===== src/core/cps_pkg.sv =====
// Constants for the codec port status word and its companion registers.
// Assumes a 32-bit plain register port addressed in bytes.
package cps_pkg;
   localparam int          ADDR_W        = 8;
   localparam int          DATA_W        = 32;
   localparam int          WORD_W        = 16;
   localparam int          FIFO_DEPTH    = 8;
   localparam int          PTR_W         = 3;
   localparam int          CNT_W         = 4;
   localparam int          REG_IDX_W     = 4;
   localparam logic [7:0]  OFF_STATUS    = 8'h00;
   localparam logic [7:0]  OFF_MASK      = 8'h04;
   localparam logic [7:0]  OFF_CTRL      = 8'h08;
   localparam logic [7:0]  OFF_TXDATA    = 8'h0C;
   localparam logic [7:0]  OFF_RXDATA    = 8'h10;
   localparam int          BIT_TTU       = 6;
   localparam int          BIT_TRO       = 7;
   localparam int          BIT_ANF       = 8;
   localparam int          BIT_ANE       = 9;
   localparam int          BIT_TNF       = 10;
   localparam int          BIT_TNE       = 11;
   localparam int          BIT_CWC       = 12;
   localparam int          BIT_CRC       = 13;
   localparam int          BIT_ACE       = 14;
   localparam int          BIT_TCE       = 15;
   localparam logic [31:0] STICKY_MASK   = 32'h0000_30C0;
   localparam int          CTRL_CP_EN    = 0;
   localparam int          CTRL_SSF_EN   = 1;
   localparam logic [1:0]  CTRL_RESET    = 2'h0;
   localparam logic [3:0]  CODEC_REG_AUD = 4'h8;
   localparam logic [3:0]  CODEC_REG_TEL = 4'h6;
   localparam int          ENA_IN_BIT    = 14;
   localparam int          ENA_OUT_BIT   = 15;
   localparam logic [3:0]  LAST_BIT      = 4'hF;
   typedef enum logic [0:0] {
      CPS_IDLE,
      CPS_SHIFT
   } cps_ser_state_type;
endpackage


===== src/core/cps_status.sv =====
// Upper status word of a serial codec port, its interrupt, control and a
// small transmit queue feeding the synchronous serial shifter.
// Assumes FIFO status and codec events arrive on clk; link pins are asynchronous.
// Function
// - Set telecom underrun on fetch from empty
// - Set telecom overrun on push into full
// - Bit 8 shows audio transmit space
// - Bit 9 shows audio receive entry held
// - Bit 10 shows telecom transmit space
// - Bit 11 shows telecom receive entry held
// - Bit 12 sets on completed codec write
// - Bit 13 sets when read data arrives
// - Bit 14 audio enables from codec register
// - Bit 15 telecom enables from codec register
// - Reset disables both, pins go to controller
// - Writing one clears interruptible flags
// - Codec port wins the shared pins
// - Transmit queue holds eight 16-bit words
// - Enabled shifter runs on clock and frame
// - Read-only and reserved writes ignored, read zero
`timescale 1ns/1ps
module cps_status (
   input  wire logic                       clk,
   input  wire logic                       rst_n,
   input  wire logic [cps_pkg::ADDR_W-1:0] reg_addr,
   input  wire logic [cps_pkg::DATA_W-1:0] reg_wdata,
   input  wire logic                       reg_wr,
   input  wire logic                       reg_rd,
   output logic      [cps_pkg::DATA_W-1:0] reg_rdata,
   output logic                            irq,
   input  wire logic                       tel_tx_fetch,
   input  wire logic                       tel_tx_empty,
   input  wire logic                       tel_rx_push,
   input  wire logic                       tel_rx_full,
   input  wire logic                       aud_tx_full,
   input  wire logic                       aud_rx_empty,
   input  wire logic                       tel_tx_full,
   input  wire logic                       tel_rx_empty,
   input  wire logic                       codec_wr_done,
   input  wire logic [3:0]                 codec_wr_addr,
   input  wire logic [cps_pkg::WORD_W-1:0] codec_wr_data,
   input  wire logic                       codec_rd_done,
   output logic                            codec_port_en,
   output logic                            sync_serial_func_en,
   output logic                            pins_to_pin_controller,
   input  wire logic                       serial_clk_pin,
   input  wire logic                       serial_frame_pin,
   input  wire logic                       serial_rx_pin,
   output logic                            serial_tx_pin,
   output logic                            tx_service_req
);

   logic [cps_pkg::DATA_W-1:0] sticky_q;
   logic [cps_pkg::DATA_W-1:0] sticky_d;
   logic [cps_pkg::DATA_W-1:0] mask_q;
   logic [1:0]                 ctrl_q;
   logic                       aud_on_q;
   logic                       tel_on_q;
   logic                       aud_pend_q;
   logic                       tel_pend_q;
   logic                       aud_pend_val_q;
   logic                       tel_pend_val_q;
   logic [cps_pkg::DATA_W-1:0] status_word;
   logic [cps_pkg::DATA_W-1:0] set_vec;
   logic [cps_pkg::DATA_W-1:0] rdata_q;
   logic                       hit_status;
   logic                       hit_mask;
   logic                       hit_ctrl;
   logic                       hit_tx;
   logic                       hit_rx;
   logic                       ena_bits;

   // Link pin synchronisers; stage two feeds the edge finders through stage three
   logic [2:0]                 sclk_s_q;
   logic [2:0]                 frm_s_q;
   logic [1:0]                 rxp_s_q;
   logic                       sclk_rise;
   logic                       sclk_fall;
   logic                       frm_rise;

   logic [cps_pkg::WORD_W-1:0] fifo_mem [cps_pkg::FIFO_DEPTH];
   logic [cps_pkg::PTR_W-1:0]  wr_ptr_q;
   logic [cps_pkg::PTR_W-1:0]  rd_ptr_q;
   logic [cps_pkg::CNT_W-1:0]  cnt_q;
   logic                       fifo_full;
   logic                       fifo_empty;
   logic                       push;
   logic                       pop;

   cps_pkg::cps_ser_state_type state_q;
   logic [cps_pkg::WORD_W-1:0] tx_sh_q;
   logic [cps_pkg::WORD_W-1:0] rx_sh_q;
   logic [cps_pkg::WORD_W-1:0] rx_word_q;
   logic [3:0]                 bit_cnt_q;
   logic                       tx_pin_q;
   logic                       ssf_active;

   assign hit_status = (reg_addr == cps_pkg::OFF_STATUS);
   assign hit_mask   = (reg_addr == cps_pkg::OFF_MASK);
   assign hit_ctrl   = (reg_addr == cps_pkg::OFF_CTRL);
   assign hit_tx     = (reg_addr == cps_pkg::OFF_TXDATA);
   assign hit_rx     = (reg_addr == cps_pkg::OFF_RXDATA);

   // Event sources for the sticky flags
   always_comb begin
      set_vec                    = '0;
      set_vec[cps_pkg::BIT_TTU]  = tel_tx_fetch & tel_tx_empty;
      set_vec[cps_pkg::BIT_TRO]  = tel_rx_push & tel_rx_full;
      set_vec[cps_pkg::BIT_CWC]  = codec_wr_done;
      set_vec[cps_pkg::BIT_CRC]  = codec_rd_done;
   end

   // Set wins over a same-cycle clear so no event is lost
   always_comb begin
      sticky_d = sticky_q;
      if (reg_wr && hit_status) begin
         sticky_d = sticky_q & ~(reg_wdata & cps_pkg::STICKY_MASK);
      end
      sticky_d = (sticky_d | set_vec) & cps_pkg::STICKY_MASK;
   end

   always_ff @(posedge clk) begin
      if (!rst_n) begin
         sticky_q <= '0;
      end else begin
         sticky_q <= sticky_d;
      end
   end

   always_ff @(posedge clk) begin
      if (!rst_n) begin
         mask_q <= '0;
      end else if (reg_wr && hit_mask) begin
         mask_q <= reg_wdata & cps_pkg::STICKY_MASK;
      end
   end

   // Reset leaves both functions off and the pins with the pin controller
   always_ff @(posedge clk) begin
      if (!rst_n) begin
         ctrl_q <= cps_pkg::CTRL_RESET;
      end else if (reg_wr && hit_ctrl) begin
         ctrl_q <= reg_wdata[1:0];
      end
   end

   assign codec_port_en          = ctrl_q[cps_pkg::CTRL_CP_EN];
   // Codec port owns the shared pins whenever it is enabled
   assign ssf_active             = ctrl_q[cps_pkg::CTRL_SSF_EN] & ~ctrl_q[cps_pkg::CTRL_CP_EN];
   assign sync_serial_func_en    = ssf_active;
   assign pins_to_pin_controller = ~ctrl_q[cps_pkg::CTRL_CP_EN] & ~ctrl_q[cps_pkg::CTRL_SSF_EN];
   assign irq                    = |(sticky_q & mask_q);

   // Link pin sampling
   always_ff @(posedge clk) begin
      if (!rst_n) begin
         sclk_s_q <= '0;
         frm_s_q  <= '0;
         rxp_s_q  <= '0;
      end else begin
         sclk_s_q <= {sclk_s_q[1:0], serial_clk_pin};
         frm_s_q  <= {frm_s_q[1:0], serial_frame_pin};
         rxp_s_q  <= {rxp_s_q[0], serial_rx_pin};
      end
   end

   assign sclk_rise = sclk_s_q[1] & ~sclk_s_q[2];
   assign sclk_fall = ~sclk_s_q[1] & sclk_s_q[2];
   assign frm_rise  = frm_s_q[1] & ~frm_s_q[2];

   assign ena_bits = codec_wr_data[cps_pkg::ENA_IN_BIT] | codec_wr_data[cps_pkg::ENA_OUT_BIT];

   // Enable flags change only at the next frame start after the codec write lands
   always_ff @(posedge clk) begin
      if (!rst_n) begin
         aud_pend_q     <= 1'b0;
         aud_pend_val_q <= 1'b0;
         aud_on_q       <= 1'b0;
      end else begin
         if (codec_wr_done && codec_wr_addr == cps_pkg::CODEC_REG_AUD) begin
            aud_pend_q     <= 1'b1;
            aud_pend_val_q <= ena_bits;
         end else if (aud_pend_q && frm_rise) begin
            aud_pend_q <= 1'b0;
            aud_on_q   <= aud_pend_val_q;
         end
      end
   end

   always_ff @(posedge clk) begin
      if (!rst_n) begin
         tel_pend_q     <= 1'b0;
         tel_pend_val_q <= 1'b0;
         tel_on_q       <= 1'b0;
      end else begin
         if (codec_wr_done && codec_wr_addr == cps_pkg::CODEC_REG_TEL) begin
            tel_pend_q     <= 1'b1;
            tel_pend_val_q <= ena_bits;
         end else if (tel_pend_q && frm_rise) begin
            tel_pend_q <= 1'b0;
            tel_on_q   <= tel_pend_val_q;
         end
      end
   end

   // Level flags are live: a read returns occupancy of the read cycle
   always_comb begin
      status_word                   = sticky_q;
      status_word[cps_pkg::BIT_ANF] = ~aud_tx_full;
      status_word[cps_pkg::BIT_ANE] = ~aud_rx_empty;
      status_word[cps_pkg::BIT_TNF] = ~tel_tx_full;
      status_word[cps_pkg::BIT_TNE] = ~tel_rx_empty;
      status_word[cps_pkg::BIT_ACE] = aud_on_q;
      status_word[cps_pkg::BIT_TCE] = tel_on_q;
   end

   // Unmapped addresses and reserved bits read as zero
   always_ff @(posedge clk) begin
      if (!rst_n) begin
         rdata_q <= '0;
      end else if (reg_rd) begin
         if (hit_status) begin
            rdata_q <= status_word;
         end else if (hit_mask) begin
            rdata_q <= mask_q;
         end else if (hit_ctrl) begin
            rdata_q <= {30'h0000_0000, ctrl_q};
         end else if (hit_rx) begin
            rdata_q <= {16'h0000, rx_word_q};
         end else begin
            rdata_q <= '0;
         end
      end else begin
         rdata_q <= '0;
      end
   end

   assign reg_rdata = rdata_q;

   // Transmit queue may be primed before the serial function is enabled
   assign fifo_full  = (cnt_q == 4'(cps_pkg::FIFO_DEPTH));
   assign fifo_empty = (cnt_q == '0);
   assign push       = reg_wr & hit_tx & ~fifo_full;
   assign pop        = ssf_active & (state_q == cps_pkg::CPS_IDLE) & frm_rise & ~fifo_empty;
   // Half-empty or lower asks for more data while the function is live
   assign tx_service_req = ssf_active & (cnt_q <= 4'(cps_pkg::FIFO_DEPTH / 2));

   always_ff @(posedge clk) begin
      if (push) begin
         fifo_mem[wr_ptr_q] <= reg_wdata[cps_pkg::WORD_W-1:0];
      end
   end

   always_ff @(posedge clk) begin
      if (!rst_n) begin
         wr_ptr_q <= '0;
         rd_ptr_q <= '0;
         cnt_q    <= '0;
      end else begin
         if (push) begin
            wr_ptr_q <= wr_ptr_q + 3'h1;
         end
         if (pop) begin
            rd_ptr_q <= rd_ptr_q + 3'h1;
         end
         cnt_q <= cnt_q + {3'h0, push} - {3'h0, pop};
      end
   end

   // Shifter: frame start loads a word, rising clock drives, falling clock samples
   always_ff @(posedge clk) begin
      if (!rst_n) begin
         state_q   <= cps_pkg::CPS_IDLE;
         tx_sh_q   <= '0;
         rx_sh_q   <= '0;
         rx_word_q <= '0;
         bit_cnt_q <= '0;
         tx_pin_q  <= 1'b0;
      end else if (!ssf_active) begin
         state_q   <= cps_pkg::CPS_IDLE;
         bit_cnt_q <= '0;
         tx_pin_q  <= 1'b0;
      end else begin
         unique case (state_q)
            cps_pkg::CPS_IDLE: begin
               if (pop) begin
                  tx_sh_q   <= fifo_mem[rd_ptr_q];
                  bit_cnt_q <= '0;
                  state_q   <= cps_pkg::CPS_SHIFT;
               end
            end
            cps_pkg::CPS_SHIFT: begin
               if (sclk_rise) begin
                  tx_pin_q <= tx_sh_q[cps_pkg::WORD_W-1];
                  tx_sh_q  <= {tx_sh_q[cps_pkg::WORD_W-2:0], 1'b0};
               end
               if (sclk_fall) begin
                  rx_sh_q   <= {rx_sh_q[cps_pkg::WORD_W-2:0], rxp_s_q[1]};
                  bit_cnt_q <= bit_cnt_q + 4'h1;
                  if (bit_cnt_q == cps_pkg::LAST_BIT) begin
                     rx_word_q <= {rx_sh_q[cps_pkg::WORD_W-2:0], rxp_s_q[1]};
                     state_q   <= cps_pkg::CPS_IDLE;
                  end
               end
            end
         endcase
      end
   end

   // Pin holds the last bit after a frame and returns to zero when disabled
   assign serial_tx_pin = tx_pin_q;

endmodule


===== config.mk =====
export PLATFORM = sky130hd
export DESIGN_NAME = cps_status
export DESIGN_NICKNAME = d
export VERILOG_FILES = /design/src/core/cps_pkg.sv /design/src/core/cps_status.sv
export SDC_FILE = /design/constraint.sdc
export NUM_CORES = 1
export LEC_CHECK = 0
export ABC_AREA = 1
export BUFFER_PORTS_ARGS = -buffer_cell sky130_fd_sc_hd__buf_2
export CAP_MARGIN = 20
export CELL_PAD_IN_SITES_DETAIL_PLACEMENT = 1
export CELL_PAD_IN_SITES_GLOBAL_PLACEMENT = 1
export CORE_MARGIN = 10
export CORE_UTILIZATION = 45
export CTS_CLUSTER_SIZE = 30
export DETAILED_ROUTE_END_ITERATION = 12
export PLACE_DENSITY = 0.77
export SYNTH_ARGS = -nofsm -noshare
export SYNTH_HDL_FRONTEND = slang
export SYNTH_SLANG_ARGS = --single-unit

===== constraint.sdc =====
create_clock -name clk -period 4.6 [get_ports clk]
set_clock_uncertainty 0.05 [all_clocks]
set_input_delay 0.69 -clock clk [delete_from_list [all_inputs] [get_ports clk]]
set_output_delay 0.69 -clock clk [all_outputs]
set_load 0.1 [all_outputs]

==> impl_metrics.py <==
metrics = {
    "finish": {
        "final_cells": 1343,
        "area_growth_pct": 14.7,
        "n_fill_cell": 2327,
        "drive_gt1_share_pct": 12.0,
        "layout.nets": 1143,
        "n_antenna_cell": 0,
        "design_area_sq_mm": 0.0108,
    },
    "global_routing": {
        "grt_max_degree": 65,
        "grt_usage_pct": 18.3,
        "grt_pass1_vias": 7481,
        "antenna_found_initial": 1,
        "grt_pass1_wl_mm": 39.5,
        "gr-total-overflow": 0,
    },
    "clock_network": {
        "cts_buffer_depth": 3,
        "cts_setup_buffers": 0,
        "clk_pin_slew_worst_paths_ps": 60,
        "cts.repair.resized": 0,
        "cts_tree": "yes",
        "clock-sinks": 234,
        "insertion_delay_ps": 510,
        "hold_buffers": 0,
        "htreeDepth": 1,
        "cts_buffers": 24,
        "cts-root-buf": "clkbuf_16",
    },
    "placement": {
        "dp_cells": 1299,
        "dp_hpwl_mm": 15.3,
        "post_dp_cell_area_sq_mm": 0.00994,
        "port_buffers": 68,
        "place_congestion": 0.789,
        "dp_slack_ps": 1370,
    },
    "worst_hold_path": {
        "worstHoldStart": "serial_rx_pin",
        "hold_path_end": "rxp_s_q[0]",
        "worstHoldPathType": "in2reg",
        "holdPathStages": 3,
    },
    "die": {
        "die_w_um": 165,
        "ios": 115,
        "core_sq_mm": 0.0204,
        "initial_core_util_pct": 46.1,
        "fp.dieH_um": 165,
        "rows": 52,
        "die-area_sq_mm": 0.0271,
    },
    "pwr": {
        "ir_drop_v": 0.000244,
        "p_sw_mw": 0.913,
        "p_sw_share_pct": 20.3,
        "p_per_area_mw_per_mm2": 415,
        "p_leak_nw": 4.34,
        "fin_total_pwr_mw": 4.49,
        "clock_power_share_pct": 47.7,
        "combPwrFrac_pct": 3.0,
        "intPower_mw": 3.58,
        "seqPwrFrac_pct": 49.3,
    },
    "logic_synthesis": {
        "synth-seq-cells": 234,
        "syn_area_sq_mm": 0.00942,
        "yosysMostFrequentCell": "nand2_1",
        "synthTopCellsByArea": "edfxtp_1, dfxtp_1, nand2_1, nand3_1, a21oi_1",
        "synthArstFlopShare_pct": 0,
        "ys.flop_type": "edfxtp_1",
        "synth_cell_types": 33,
        "yosys_warnings": 0,
        "yosys.area.top_type_share_pct": 40.8,
        "synth-edff-count": 128,
        "yosysTopAreaCell": "edfxtp_1",
        "yosysSeqAreaShare_pct": 63.3,
        "netlist_instances": 993,
        "synth_common_cells": "nand2_1, nand3_1, edfxtp_1",
        "avgSynthCellArea_sq_um": 9.49,
    },
    "critical_path": {
        "cp_data_arrival_time_ps": 3200,
        "timing.rr.start": "state_q",
        "reg2reg_slack_ps": 1760,
        "ff2ff_path_depth": 7,
        "worst_setup_path_end_kind": "register",
        "cp-start-kind": "register",
        "worstPathRequired_ps": 4960,
        "cp_max_fo": 35,
        "worstSetupPathType": "reg2reg",
        "reg2reg_to": "rx_word_q[14]",
    },
    "sta": {
        "period_needed_ps": 2840,
        "finalHoldViolCount": 0,
        "drv_slew": 0,
        "fin_crit_sh_pct": 61.8,
        "clock.fmax_mhz": 352,
        "rsz0062_at_grt": "no",
        "setup_slack_ps": 1760,
        "finalSetupTns_ps": 0,
        "slew_headroom_pct": 41.4,
        "worst_pin_slew_ps": 877,
        "finalSetupViolCount": 0,
    },
    "drt": {
        "antenna_left": 0,
        "vias": 7116,
        "drt_iter0_drc": 479,
        "drc_errors": 0,
        "routed_via_density": 5.30,
        "wire_per_inst_um": 18.6,
        "drt_wl_total_mm": 25.0,
        "drtPass1Iterations": 4,
    },
    "run": {
        "maxCapViolCount": 0,
    },
    "outcome": {
        "outcome": "complete, no violations",
    },
}
==> power groups by stage <==
stage | Clock (mW) | Combinational, mW | Sequential [mW]
final | 2.14 | 0.135 | 2.21
after global routing | 2.26 | 0.145 | 2.21
after detailed placement | 0 | 0.133 | 2.26
after CTS | 2.18 | 0.134 | 2.21
after floorplan | 0 | 0.0956 | 2.26
after global placement | 0 | 0.130 | 2.26
==> cells by family after synthesis <==
kind of cell             after synthesis  synth area share, %
buffers and inverters                137                 6.48
adder cells (fa/ha/maj)               11                 1.54
other                                  1               0.0398
XOR/XNOR                               3                0.279
flip-flops                           234                 63.3
AO/OA/AOI/OAI                        110                 6.15
AND/OR/NAND/NOR                      497                 22.2
==> routing by layer <==
layer	track usage, %	wire, um
met2	31.5	12400
met1	23.7	10900
met5	0	7
met3	3.04	1380
met4	4.19	303
==> registers in the layout, summed over array words and instances, names as in the netlist, 2 cells and up, named ones only <==
signal	flops
ctrl_q	2
rx_sh_q	15
reg_rdata	16
rd_ptr_q	3
wr_ptr_q	3
fifo_mem	128
mask_q	4
rx_word_q	16
frm_s_q	3
bit_cnt_q	4
tx_sh_q	16
rxp_s_q	2
sclk_s_q	3
sticky_q	4
cnt_q	4
==> metrics by stage <==
step / utilization (%) / hold slack (ps)
final: 52.9 / 307
after global routing: 52.9 / 306
after CTS: 52.9 / 293
after detailed placement: 48.6 / 351
after global placement: 48.6 / 345
after floorplan: - / 340
==> cell usage in the layout (no fill, tap or decap), drive strengths merged, types with 3 or more instances in the layout <==
cell type  count
bufinv         6
ha            10
xor2           3
a211oi         6
a21oi         69
buf           81
clkinv         5
clkbuf        32
nand3        144
o21ai         31
dfxtp        106
inv           77
nand2        259
nor2          87
edfxtp       128
conb          16
==> worst max-delay path by stage <==
stage / start / endpoint / slack (ps) / cells after the start
after floorplan: ctrl_q[0] / tx_service_req / 1650 / 3
after global placement: reg_addr[1] / fifo_mem[7][10] / 1500 / 9
after detailed placement: reg_addr[1] / fifo_mem[7][10] / 1370 / 9
after CTS: state_q / rx_word_q[14] / 1720 / 7
after global routing: state_q / rx_word_q[2] / 1480 / 7
final: state_q / rx_word_q[14] / 1760 / 7
==> critical path, stage by stage, from the launching register on <==
cell and delay, ps:
dfxtp_1 400, inv_2 310, nor3_4 580, nand2_2 410, nor2_4 420, inv_2 230
o21ai_0 260, nor2_1 60
==> cell type report <==
| class | instances | area (sq um) | share of cell area [%] |
|---|---|---|---|
| timing repair buffer | 81 | 438 | 4.05 |
| inverter | 77 | 289 | 2.67 |
| multi-input combinational | 637 | 2900 | 26.9 |
| clock buffer | 32 | 662 | 6.12 |
| clock inverter | 12 | 210 | 1.94 |
| tap | 270 | 338 | 3.13 |
| sequential | 234 | 5970 | 55.2 |
(Power assumes the default switching activity.)
